--- src/logic/tx_config_defines.vh ---
// register offsets, field positions, reset values and preset tables of the config bank
`ifndef TX_CONFIG_DEFINES_VH
`define TX_CONFIG_DEFINES_VH

// register offsets
`define ADDR_IDENTIFICATION 8'h00
`define ADDR_CONFIG_GENERAL 8'h01
`define ADDR_CONFIG_CLOCK_AND_MATCH 8'h02
`define ADDR_CONFIG_EMULATION 8'h03

// reset values (zero: open shaping pin with pulse extension, other features off, normal drive, low bandwidth)
`define RST_CONFIG_GENERAL 8'h00
`define RST_CONFIG_CLOCK_AND_MATCH 8'h00
`define RST_CONFIG_EMULATION 8'h00

// writable mask of config_general: bit 7 is unused
`define MASK_CONFIG_GENERAL 8'h7f

// config_general fields
`define GEN_DRIVE_BOOST_BIT 6
`define GEN_PLL_BW_BIT 5
`define GEN_SHAPE_HI 4
`define GEN_SHAPE_LO 3
`define GEN_CLK_STANDBY_BIT 2
`define GEN_CLK_ON_OUT1_BIT 1
`define GEN_MODE_BIT 0

// config_clock_and_match fields
`define CLK_DIV_HI 7
`define CLK_DIV_LO 5
`define MATCH_CAP_HI 4
`define MATCH_CAP_LO 0

// config_emulation fields
`define EMU_ENABLE_BIT 7
`define EMU_FSK_BIT 6
`define EMU_PWR_HI 5
`define EMU_PWR_LO 4
`define EMU_HDEV_BIT 3
`define EMU_CHAN_HI 2
`define EMU_CHAN_LO 0

// analog shaping codes
`define SHAPE_OPEN_EXT 2'h0
`define SHAPE_SLOW 2'h1
`define SHAPE_FAST 2'h2
`define SHAPE_OFF 2'h3

// general output select code that carries the crystal clock
`define OUT1_SEL_CLOCK 3'h2

// emulation power reduction in dB below maximum
`define PWR_RED_0 4'h0
`define PWR_RED_1 4'h3
`define PWR_RED_2 4'h6
`define PWR_RED_3 4'ha

// preset divide ratios, scaled by 100000
`define RATIO_NONE 22'h000000
`define RATIO_CH1 22'h1e0a6e
`define RATIO_CH2 22'h295a6d
`define RATIO_CH3 22'h25317c
`define RATIO_CH4 22'h27dd14
`define RATIO_CH5 22'h237a08
`define RATIO_CH6 22'h20e6da
`define RATIO_CH7 22'h2961c0

// clock output divide ratios (cycles of the reference per output period)
`define DIV_BY_1 5'h01
`define DIV_BY_2 5'h02
`define DIV_BY_4 5'h04
`define DIV_BY_8 5'h08
`define DIV_BY_16 5'h10

`endif

--- src/logic/crystal_clock_divider.v ---
// divider that derives the gated clock output from the reference clock
`timescale 1ns/1ps
`include "tx_config_defines.vh"

module crystal_clock_divider (
    // clock and reset
    input wire clk,
    input wire srst,
    // control
    input wire run,
    input wire [2:0] div_code,
    // outputs
    output reg tick_reg,
    output reg wave_reg
);

    reg [4:0] count_reg;
    reg [4:0] count_next;
    wire [4:0] ratio;
    wire [4:0] half;

    // ratio decode: codes 1xx all give sixteen
    function [4:0] ratio_of;
        input [2:0] code;
        begin
            case (code)
                3'h0: ratio_of = `DIV_BY_1;
                3'h1: ratio_of = `DIV_BY_2;
                3'h2: ratio_of = `DIV_BY_4;
                3'h3: ratio_of = `DIV_BY_8;
                default: ratio_of = `DIV_BY_16;
            endcase
        end
    endfunction

    assign ratio = ratio_of(div_code);
    assign half = {1'b0, ratio[4:1]};

    // next count wraps at the ratio
    always @* begin
        count_next = count_reg + 5'h01;
        if (count_next >= ratio) begin
            count_next = 5'h00;
        end
    end

    // counter, tick and square wave; held low while stopped
    always @(posedge clk) begin
        if (srst || !run) begin
            count_reg <= 5'h00;
            tick_reg <= 1'b0;
            wave_reg <= 1'b0;
        end else begin
            count_reg <= count_next;
            tick_reg <= (count_next == 5'h00);
            if (ratio == `DIV_BY_1) begin
                wave_reg <= 1'b1; // undivided: steady high, tick every cycle
            end else begin
                wave_reg <= (count_next < half);
            end
        end
    end

endmodule // crystal_clock_divider

--- src/logic/tx_config_register_bank.v ---
// identification and configuration register bank of the transmitter
`timescale 1ns/1ps
`include "tx_config_defines.vh"

module tx_config_register_bank #(
    parameter [7:0] IDENT_CODE = 8'h5c // arbitrary neutral identification value
) (
    // clock and reset
    input wire clk,
    input wire srst,
    // register access port from the serial control logic
    input wire reg_wr,
    input wire reg_rd,
    input wire [7:0] reg_addr,
    input wire [7:0] reg_wdata,
    output reg [7:0] reg_rdata_reg,
    output reg reg_rvalid_reg,
    // device state from neighbouring logic
    input wire standby,
    input wire [2:0] output_one_select,
    input wire out1_alt_value,
    // general output one
    output reg general_output_one_reg,
    output reg out1_drive_boost_reg,
    // synthesizer and modulation
    output reg pll_bw_high_reg,
    output reg tx_fsk_reg,
    output reg fsk_dev_high_reg,
    output reg emulation_active_reg,
    output reg [21:0] preset_ratio_reg,
    output reg preset_valid_reg,
    // power amplifier
    output reg [3:0] power_reduction_db_reg,
    output reg [4:0] match_cap_reg,
    // analog shaping
    output reg shaping_bias_pin_open_reg,
    output reg pulse_extension_reg,
    output reg shaping_enable_reg,
    output reg shaping_fast_reg,
    // crystal clock output
    output reg clock_out_active_reg,
    output reg clock_out_tick_reg,
    output reg clock_out_wave_reg
);

    reg [7:0] config_general_reg;
    reg [7:0] config_clock_and_match_reg;
    reg [7:0] config_emulation_reg;
    reg [7:0] rdata_next;
    reg clock_run_reg;
    wire div_tick;
    wire div_wave;
    wire emu_on;
    wire [1:0] shape_code;
    wire clk_on_out1;
    wire wr_general;
    wire wr_clock_and_match;
    wire wr_emulation;

    // preset ratio table of the emulation channels
    function [21:0] preset_of;
        input [2:0] chan;
        begin
            case (chan)
                3'h1: preset_of = `RATIO_CH1;
                3'h2: preset_of = `RATIO_CH2;
                3'h3: preset_of = `RATIO_CH3;
                3'h4: preset_of = `RATIO_CH4;
                3'h5: preset_of = `RATIO_CH5;
                3'h6: preset_of = `RATIO_CH6;
                3'h7: preset_of = `RATIO_CH7;
                default: preset_of = `RATIO_NONE;
            endcase
        end
    endfunction

    // power reduction table
    function [3:0] reduction_of;
        input [1:0] code;
        begin
            case (code)
                2'h0: reduction_of = `PWR_RED_0;
                2'h1: reduction_of = `PWR_RED_1;
                2'h2: reduction_of = `PWR_RED_2;
                default: reduction_of = `PWR_RED_3;
            endcase
        end
    endfunction

    // address compare shared by the write strobes
    function is_addr;
        input [7:0] addr;
        input [7:0] target;
        begin
            is_addr = (addr == target);
        end
    endfunction

    // write strobes; identification and unmapped offsets have none
    assign wr_general = reg_wr && is_addr(reg_addr, `ADDR_CONFIG_GENERAL);
    assign wr_clock_and_match = reg_wr && is_addr(reg_addr, `ADDR_CONFIG_CLOCK_AND_MATCH);
    assign wr_emulation = reg_wr && is_addr(reg_addr, `ADDR_CONFIG_EMULATION);

    // general configuration; the unused bit is never stored
    always @(posedge clk) begin
        if (srst) begin
            config_general_reg <= `RST_CONFIG_GENERAL;
        end else if (wr_general) begin
            config_general_reg <= reg_wdata & `MASK_CONFIG_GENERAL;
        end
    end

    // clock divider code and matching capacitor code
    always @(posedge clk) begin
        if (srst) begin
            config_clock_and_match_reg <= `RST_CONFIG_CLOCK_AND_MATCH;
        end else if (wr_clock_and_match) begin
            config_clock_and_match_reg <= reg_wdata;
        end
    end

    // emulation settings
    always @(posedge clk) begin
        if (srst) begin
            config_emulation_reg <= `RST_CONFIG_EMULATION;
        end else if (wr_emulation) begin
            config_emulation_reg <= reg_wdata;
        end
    end

    // read multiplexer; unmapped offsets read zero
    always @* begin
        case (reg_addr)
            `ADDR_IDENTIFICATION: rdata_next = IDENT_CODE;
            `ADDR_CONFIG_GENERAL: rdata_next = config_general_reg & `MASK_CONFIG_GENERAL;
            `ADDR_CONFIG_CLOCK_AND_MATCH: rdata_next = config_clock_and_match_reg;
            `ADDR_CONFIG_EMULATION: rdata_next = config_emulation_reg;
            default: rdata_next = 8'h00;
        endcase
    end

    // read valid pulse, one cycle after the strobe
    always @(posedge clk) begin
        if (srst) begin
            reg_rvalid_reg <= 1'b0;
        end else begin
            reg_rvalid_reg <= reg_rd;
        end
    end

    // read data, loaded on each read and held between reads
    always @(posedge clk) begin
        if (srst) begin
            reg_rdata_reg <= 8'h00;
        end else if (reg_rd) begin
            reg_rdata_reg <= rdata_next;
        end
    end

    // field decode
    assign emu_on = config_emulation_reg[`EMU_ENABLE_BIT];
    assign shape_code = config_general_reg[`GEN_SHAPE_HI:`GEN_SHAPE_LO];
    assign clk_on_out1 = config_general_reg[`GEN_CLK_ON_OUT1_BIT] &&
        (output_one_select == `OUT1_SEL_CLOCK);

    // crystal clock runs while active, or in standby when asked to
    always @(posedge clk) begin
        if (srst) begin
            clock_run_reg <= 1'b0;
        end else begin
            clock_run_reg <= !standby || config_general_reg[`GEN_CLK_STANDBY_BIT];
        end
    end

    crystal_clock_divider u_divider (
        .clk(clk),
        .srst(srst),
        .run(clock_run_reg),
        .div_code(config_clock_and_match_reg[`CLK_DIV_HI:`CLK_DIV_LO]),
        .tick_reg(div_tick),
        .wave_reg(div_wave)
    );

    // drive strength and loop bandwidth
    always @(posedge clk) begin
        if (srst) begin
            out1_drive_boost_reg <= 1'b0;
            pll_bw_high_reg <= 1'b0;
        end else begin
            out1_drive_boost_reg <= config_general_reg[`GEN_DRIVE_BOOST_BIT];
            pll_bw_high_reg <= config_general_reg[`GEN_PLL_BW_BIT];
        end
    end

    // matching capacitor code
    always @(posedge clk) begin
        if (srst) begin
            match_cap_reg <= 5'h00;
        end else begin
            match_cap_reg <= config_clock_and_match_reg[`MATCH_CAP_HI:`MATCH_CAP_LO];
        end
    end

    // crystal clock outputs, retimed so every output leaves a flop of this module
    always @(posedge clk) begin
        if (srst) begin
            clock_out_active_reg <= 1'b0;
            clock_out_tick_reg <= 1'b0;
            clock_out_wave_reg <= 1'b0;
        end else begin
            clock_out_active_reg <= clock_run_reg;
            clock_out_tick_reg <= div_tick;
            clock_out_wave_reg <= div_wave;
        end
    end

    // general output one: divided clock only with the clock select code
    always @(posedge clk) begin
        if (srst) begin
            general_output_one_reg <= 1'b0;
        end else if (clk_on_out1) begin
            general_output_one_reg <= div_wave;
        end else begin
            general_output_one_reg <= out1_alt_value;
        end
    end

    // shaping pin and pulse extension, both only for the open code
    always @(posedge clk) begin
        if (srst) begin
            shaping_bias_pin_open_reg <= 1'b1;
            pulse_extension_reg <= 1'b1;
        end else begin
            shaping_bias_pin_open_reg <= (shape_code == `SHAPE_OPEN_EXT);
            pulse_extension_reg <= (shape_code == `SHAPE_OPEN_EXT);
        end
    end

    // shaping time constant: slow or fast, none for the open and off codes
    always @(posedge clk) begin
        if (srst) begin
            shaping_enable_reg <= 1'b0;
            shaping_fast_reg <= 1'b0;
        end else begin
            shaping_enable_reg <= (shape_code == `SHAPE_SLOW) ||
                (shape_code == `SHAPE_FAST);
            shaping_fast_reg <= (shape_code == `SHAPE_FAST);
        end
    end

    // modulation select: emulation overrides the general mode bit
    always @(posedge clk) begin
        if (srst) begin
            emulation_active_reg <= 1'b0;
            tx_fsk_reg <= 1'b0;
        end else begin
            emulation_active_reg <= emu_on;
            if (emu_on) begin
                tx_fsk_reg <= config_emulation_reg[`EMU_FSK_BIT];
            end else begin
                tx_fsk_reg <= config_general_reg[`GEN_MODE_BIT];
            end
        end
    end

    // emulation presets, all cleared while emulation is off
    always @(posedge clk) begin
        if (srst) begin
            fsk_dev_high_reg <= 1'b0;
            power_reduction_db_reg <= 4'h0;
            preset_ratio_reg <= 22'h000000;
            preset_valid_reg <= 1'b0;
        end else begin
            if (emu_on) begin
                fsk_dev_high_reg <= config_emulation_reg[`EMU_HDEV_BIT];
                power_reduction_db_reg <=
                    reduction_of(config_emulation_reg[`EMU_PWR_HI:`EMU_PWR_LO]);
                preset_ratio_reg <=
                    preset_of(config_emulation_reg[`EMU_CHAN_HI:`EMU_CHAN_LO]);
                preset_valid_reg <=
                    (config_emulation_reg[`EMU_CHAN_HI:`EMU_CHAN_LO] != 3'h0);
            end else begin
                fsk_dev_high_reg <= 1'b0;
                power_reduction_db_reg <= 4'h0;
                preset_ratio_reg <= 22'h000000;
                preset_valid_reg <= 1'b0;
            end
        end
    end

endmodule // tx_config_register_bank

--- config.mk ---
export PLATFORM = sky130hd
export DESIGN_NAME = tx_config_register_bank
export DESIGN_NICKNAME = d
export VERILOG_FILES = /design/src/logic/crystal_clock_divider.v /design/src/logic/tx_config_register_bank.v
export VERILOG_INCLUDE_DIRS = /design/src /design/src/logic
export SDC_FILE = /design/constraint.sdc
export NUM_CORES = 1
export LEC_CHECK = 0
export ABC_AREA = 1
export BUFFER_PORTS_ARGS = -buffer_cell sky130_fd_sc_hd__buf_2
export CORE_UTILIZATION = 40
export CTS_CLUSTER_SIZE = 16
export DETAILED_ROUTE_END_ITERATION = 8
export GPL_ROUTABILITY_DRIVEN = 0
export REMOVE_ABC_BUFFERS = 1
export SKIP_LAST_GASP = 1
export SLEW_MARGIN = 20
export SYNTH_ARGS = -nofsm -noshare
export SYNTH_HDL_FRONTEND = slang
export SYNTH_SLANG_ARGS = --single-unit
--- constraint.sdc ---
create_clock -name clk -period 2.8 [get_ports clk]
set_input_delay 0 -clock clk [delete_from_list [all_inputs] [get_ports clk]]
set_output_delay 0 -clock clk [all_outputs]
set_load 0.03 [all_outputs]
# Yosys cells after proc, flatten, opt, wreduce, memory -nomap -nowiden
# Index checks and enable logic that the tools add are counted.
[word_totals]
word_cells = 72
output_inout_bits = 54
reg_bits = 84
[classes]
magnitude_cmp = 2
addsub = 1
n_eq_ne = 19
n_reduce_logical = 16
n_mux = 8
n_bitwise = 1
[ops]
columns = ["op", "count"]
rows = [
  ["22-bit case mux with 7 select lines", 1],
  ["8-bit case mux with 4 select lines", 1],
  ["5-bit case mux with 4 select lines", 1],
  ["8-bit by 2-bit equality test with 1-bit output (second input constant)", 2],
  ["3-bit by 2-bit equality test with 1-bit output (second input constant)", 5],
  ["3-bit equality test (second input constant)", 4],
  ["4-bit case mux with 3 select lines", 1],
  ["8-bit by 1-bit equality test with 1-bit output (second input constant)", 1],
  ["8-bit logical NOT", 1],
  ["3-bit by 1-bit equality test with 1-bit output (second input constant)", 2],
  ["5-bit by 1-bit adder with 5-bit output (second input constant)", 1],
  ["5-bit by 1-bit equality test with 1-bit output (second input constant)", 1],
  ["5-bit >= comparator", 1],
  ["5-bit logical NOT", 1],
  ["5-bit by 4-bit less-than comparator with 1-bit output", 1],
  ["5-bit two-way mux", 1],
  ["2-bit by 1-bit equality test with 1-bit output (second input constant)", 2],
  ["2-bit equality test (second input constant)", 2],
  ["1-bit logical AND", 4],
  ["2-bit logical NOT", 2],
  ["3-bit logical NOT", 1],
  ["1-bit logical OR", 3],
  ["1-bit two-way mux", 3],
  ["3-bit nonzero test", 1],
  ["other kinds (3)", 4],
]

# Longest topological paths before layout
[logic_depth]
word_depth = 6
depth_mapped = 18
depth_no_buf = 18

# Hierarchy
# A second synthesis with hierarchy kept.
[hier_totals]
cells_unflattened = 423
area_unflattened_um2 = 3449.6
[by_module_without_submodules]
columns = ["mod", "cells_each", "n_inst", "area_per_inst_um2", "seq_area_each_um2"]
rows = [
  ["tx_config_register_bank", 345, 1, 2877.8, 1521.5],
  ["crystal_clock_divider", 78, 1, 571.8, 140.1],
]

# Least setup slack after synthesis
# No wires, ideal clock.
[synth_path]
path_type = "register to register"
from = "register u_divider.count_reg[0]"
to = "register u_divider.wave_reg"
path_buffers = 0
setup_slack_ps = 276
arrival_time_ps = 2454
stages_incl_launch_ff = 19
period_less_slack_ps = 2524
cell_sequence = "dfxtp_1 ha_1 nand3_1 xor2_1 inv_1 ha_1 nand2_1 nor2_1 nand2_1 nand3_1 inv_1 nand2_1 inv_1 ha_1 a21oi_1 nand2_1 nor2_1 nand2_1 a21oi_1"
[synth_via]
elab_chain_cells = 5
[synth_rtl]
columns = ["element", "line_no", "source"]
rows = [
  ["from (decl)", "crystal_clock_divider.v:17", "reg [4:0] count_reg;"],
  ["from (signal assigned)", "crystal_clock_divider.v:54", "count_reg <= count_next;"],
  ["5-bit by 1-bit adder with 5-bit output (*)", "crystal_clock_divider.v:41", "count_next = count_reg + 5'h01;"],
  ["5-bit >= comparator", "crystal_clock_divider.v:42", "if (count_next >= ratio) begin"],
  ["5-bit two-way mux (*)", "crystal_clock_divider.v:42", ""],
  ["net u_divider.count_next[3]", "crystal_clock_divider.v:18", "reg [4:0] count_next;"],
  ["5-bit by 4-bit less-than comparator with 1-bit output (*)", "crystal_clock_divider.v:59", "wave_reg <= (count_next < half);"],
  ["1-bit two-way mux (*)", "crystal_clock_divider.v:56", "if (ratio == `DIV_BY_1) begin"],
  ["to (signal assigned)", "crystal_clock_divider.v:59", ""],
  ["to (decl)", "crystal_clock_divider.v:14", "output reg wave_reg"],
]
# Mark *: on every way through the listed nets, which the timed path passes. The rest lies on a longest branch.
# A chain may end at the register's enable or synchronous reset.

# Final worst setup path
# Same ends and word-level chain as after synthesis.

==> run metrics <==
final std cells w/o fill 605; dpl cells 573; layout cells sized above 1 27.0%; first-pass GRT wire length 11,800 um; CTS tree done; synth cell count leaders dfxtp_1, inv_1, a21oi_1, nor2_1, nand2_1; DR iter-0 viols 118; Startpoint Class flip-flop; post-route clock period utilization 91.8%; Rows 32; status completed; Cells after Synth 402; max FFs per register 21; vias per cell 4.66; TritonCTS Buffers 9; Ys Warns 0; chip width 93.0 um; CTS Root Cell clkbuf_8; GR Util met1 21.9%; Reg clk slew, reported paths 0.08 ns; worst-margin pin slew 0.696 ns; asr flop ratio synth 0%; maximum VDD drop 0.000266 V; Post-Route Skew 0.00623 ns; # IOs 79; worst skew pair latency 0.34 ns; Critical Path AT 2.84 ns; Worst Setup End Kind flip-flop; pwr dens 534 mW/mm^2; sum of negative setup slack 0 ns; Global Route met3 Usage 3.90%; dpl hpwl 5140 um; Final Hold Viols 0; DIE HEIGHT 93.0 um; most common cell in the netlist dfxtp_1; final core occ 53.3%; WP data required 3.07 ns; GRT overflow 0; H-tree Lvls 3; Max Cap Viol 0; top cell type's share of synthesized area 50.1%; CTS Sinks 83; clk buf depth 2; wire per inst 12.0 um; Layout area overhead 26.9%; full die area 0.00865 sq mm; minimum clock period 2.57 ns; Final setup viols 0; static leakage 1.91 nW; worst min path class input pin to flip-flop; Initial Util 42.0%; routing usage on met2 29.3%; Post-synth EDFFs 0; ant diodes 0; Post-DRT Antenna Nets 0; Final Max Tran Viols 0; post-synth cell types 29; most area-consuming cells after synthesis dfxtp_1, inv_1, a21oi_1, ha_1, nor2_1; Reg2Reg Depth 17; GR Util All Layers 17.6%; register area share after synthesis 50.1%; most area-hungry cell type in the Yosys netlist dfxtp_1; antenna violations before repair 0; Max Clk Rate 389 MHz; Synth Flop Type dfxtp_1; DR pass1 iterations 4; largest net degree at the start of global routing 25; residual DRC count 0; number of nets in the layout 538; Vias 2,821; PortBufs 78; GRT busiest layer met2; Max-slew headroom 53.6%; drt total wl 7280 um; synthesized area 0.00331 sq mm; Setup CP Type flip-flop to flip-flop; area of the core 0.00789 sq mm; Fill cells 758; RSZ-0062 raised after global routing false; Setup WS post-layout 0.230 ns; Worst Hold Depth 4; Mean Syn Cell Area 8.24 sq um; crit path max fanout 5; Yosys reg bits 83; worst slack, placed 0.103 ns; vias in the first global route 2,557; Power Total 0.00224 W
[final timing paths]
| check | endpoint | startpoint | slack, ns |
|---|---|---|---|
| setup reg to reg | u_divider.wave_reg | u_divider.count_reg[0] | 0.23 |
| setup / recovery | u_divider.wave_reg | u_divider.count_reg[0] | 0.23 |
| hold / removal | config_clock_and_match_reg[4] | reg_wr | 0.22 |
| hold reg to reg | clock_out_tick_reg | u_divider.tick_reg | 0.41 |
[area by class of cell]
cell class | instances | area, sq um | area share, %
clock buffers | 13 | 159 | 3.78
clock inverters | 3 | 68.8 | 1.64
inverters | 67 | 251 | 5.98
multi-input cells | 240 | 1370 | 32.5
flip-flops and latches | 83 | 1670 | 39.6
well taps | 102 | 128 | 3.03
repair buffers | 97 | 568 | 13.5
[metrics by stage]
step,hold WS [ns],cell area [sq um]
6_report,0.223,4210
5_1_grt,0.260,4210
4_1_cts,0.212,4150
3_5_place_dp,0.198,3780
3_3_place_gp,0.185,3780
2_1_floorplan,0.0691,3240
[critical path: stages, from the launching register on]
cell,delay (ns)
dfxtp_4,0.37
ha_2,0.18
nand3_1,0.10
xor2_1,0.20
inv_1,0.10
ha_4,0.28
nand2_1,0.07
nor2_1,0.10
nand2_1,0.08
nand3_2,0.09
inv_1,0.09
nand2_2,0.09
inv_1,0.06
ha_1,0.30
and3_1,0.19
nand2_1,0.07
nand2_1,0.04
a21oi_1,0.11
[cells by family (layout without fill, tap and decap cells)]
group,Yosys count,in the layout,synth area share (%)
and+or+nand+nor,129,129,18.1
AOI/OAI and AO/OA,93,93,15.4
DFF,83,83,50.1
buffers and inverters,79,180,9.89
adders and majority gates,15,15,5.66
xor gates and xnor gates,3,3,0.793
[metal layers]
metal  vias to the layer above  part of all wire (%)
li1                       1477                     -
met1                      1262                    46
met5                         -                     0
met2                        71                    48
met3                        11                   5.1
met4                         0                   1.4
[cell usage in the layout, fill, tap and decap left out, types with 6 or more instances in the layout]
cell type,count
a21oi_1,41
a21oi_2,8
buf_2,78
clkbuf_8,11
dfxtp_1,82
dlygate4sd3_1,14
ha_1,12
inv_1,61
nand2_1,37
nand2_2,8
nand3_1,18
nor2_1,41
nor2_4,6
nor3_1,10
o21ai_0,22
o21ai_1,18
[power breakdown]
group          total [W]  switching [W]  internal [W]
sequential       0.00119     0.00000181       0.00118
combinational  0.0000905      0.0000533     0.0000372
clock           0.000968       0.000413      0.000556
[repair_timing]
action,in CTS,in global routing
hold endpoints to repair,30,0
hold buffers,14,0
gates resized for setup,0,9
setup endpoints to repair,0,1
buffers inserted,0,2
No activity file was read; power rests on OpenSTA's default activity.
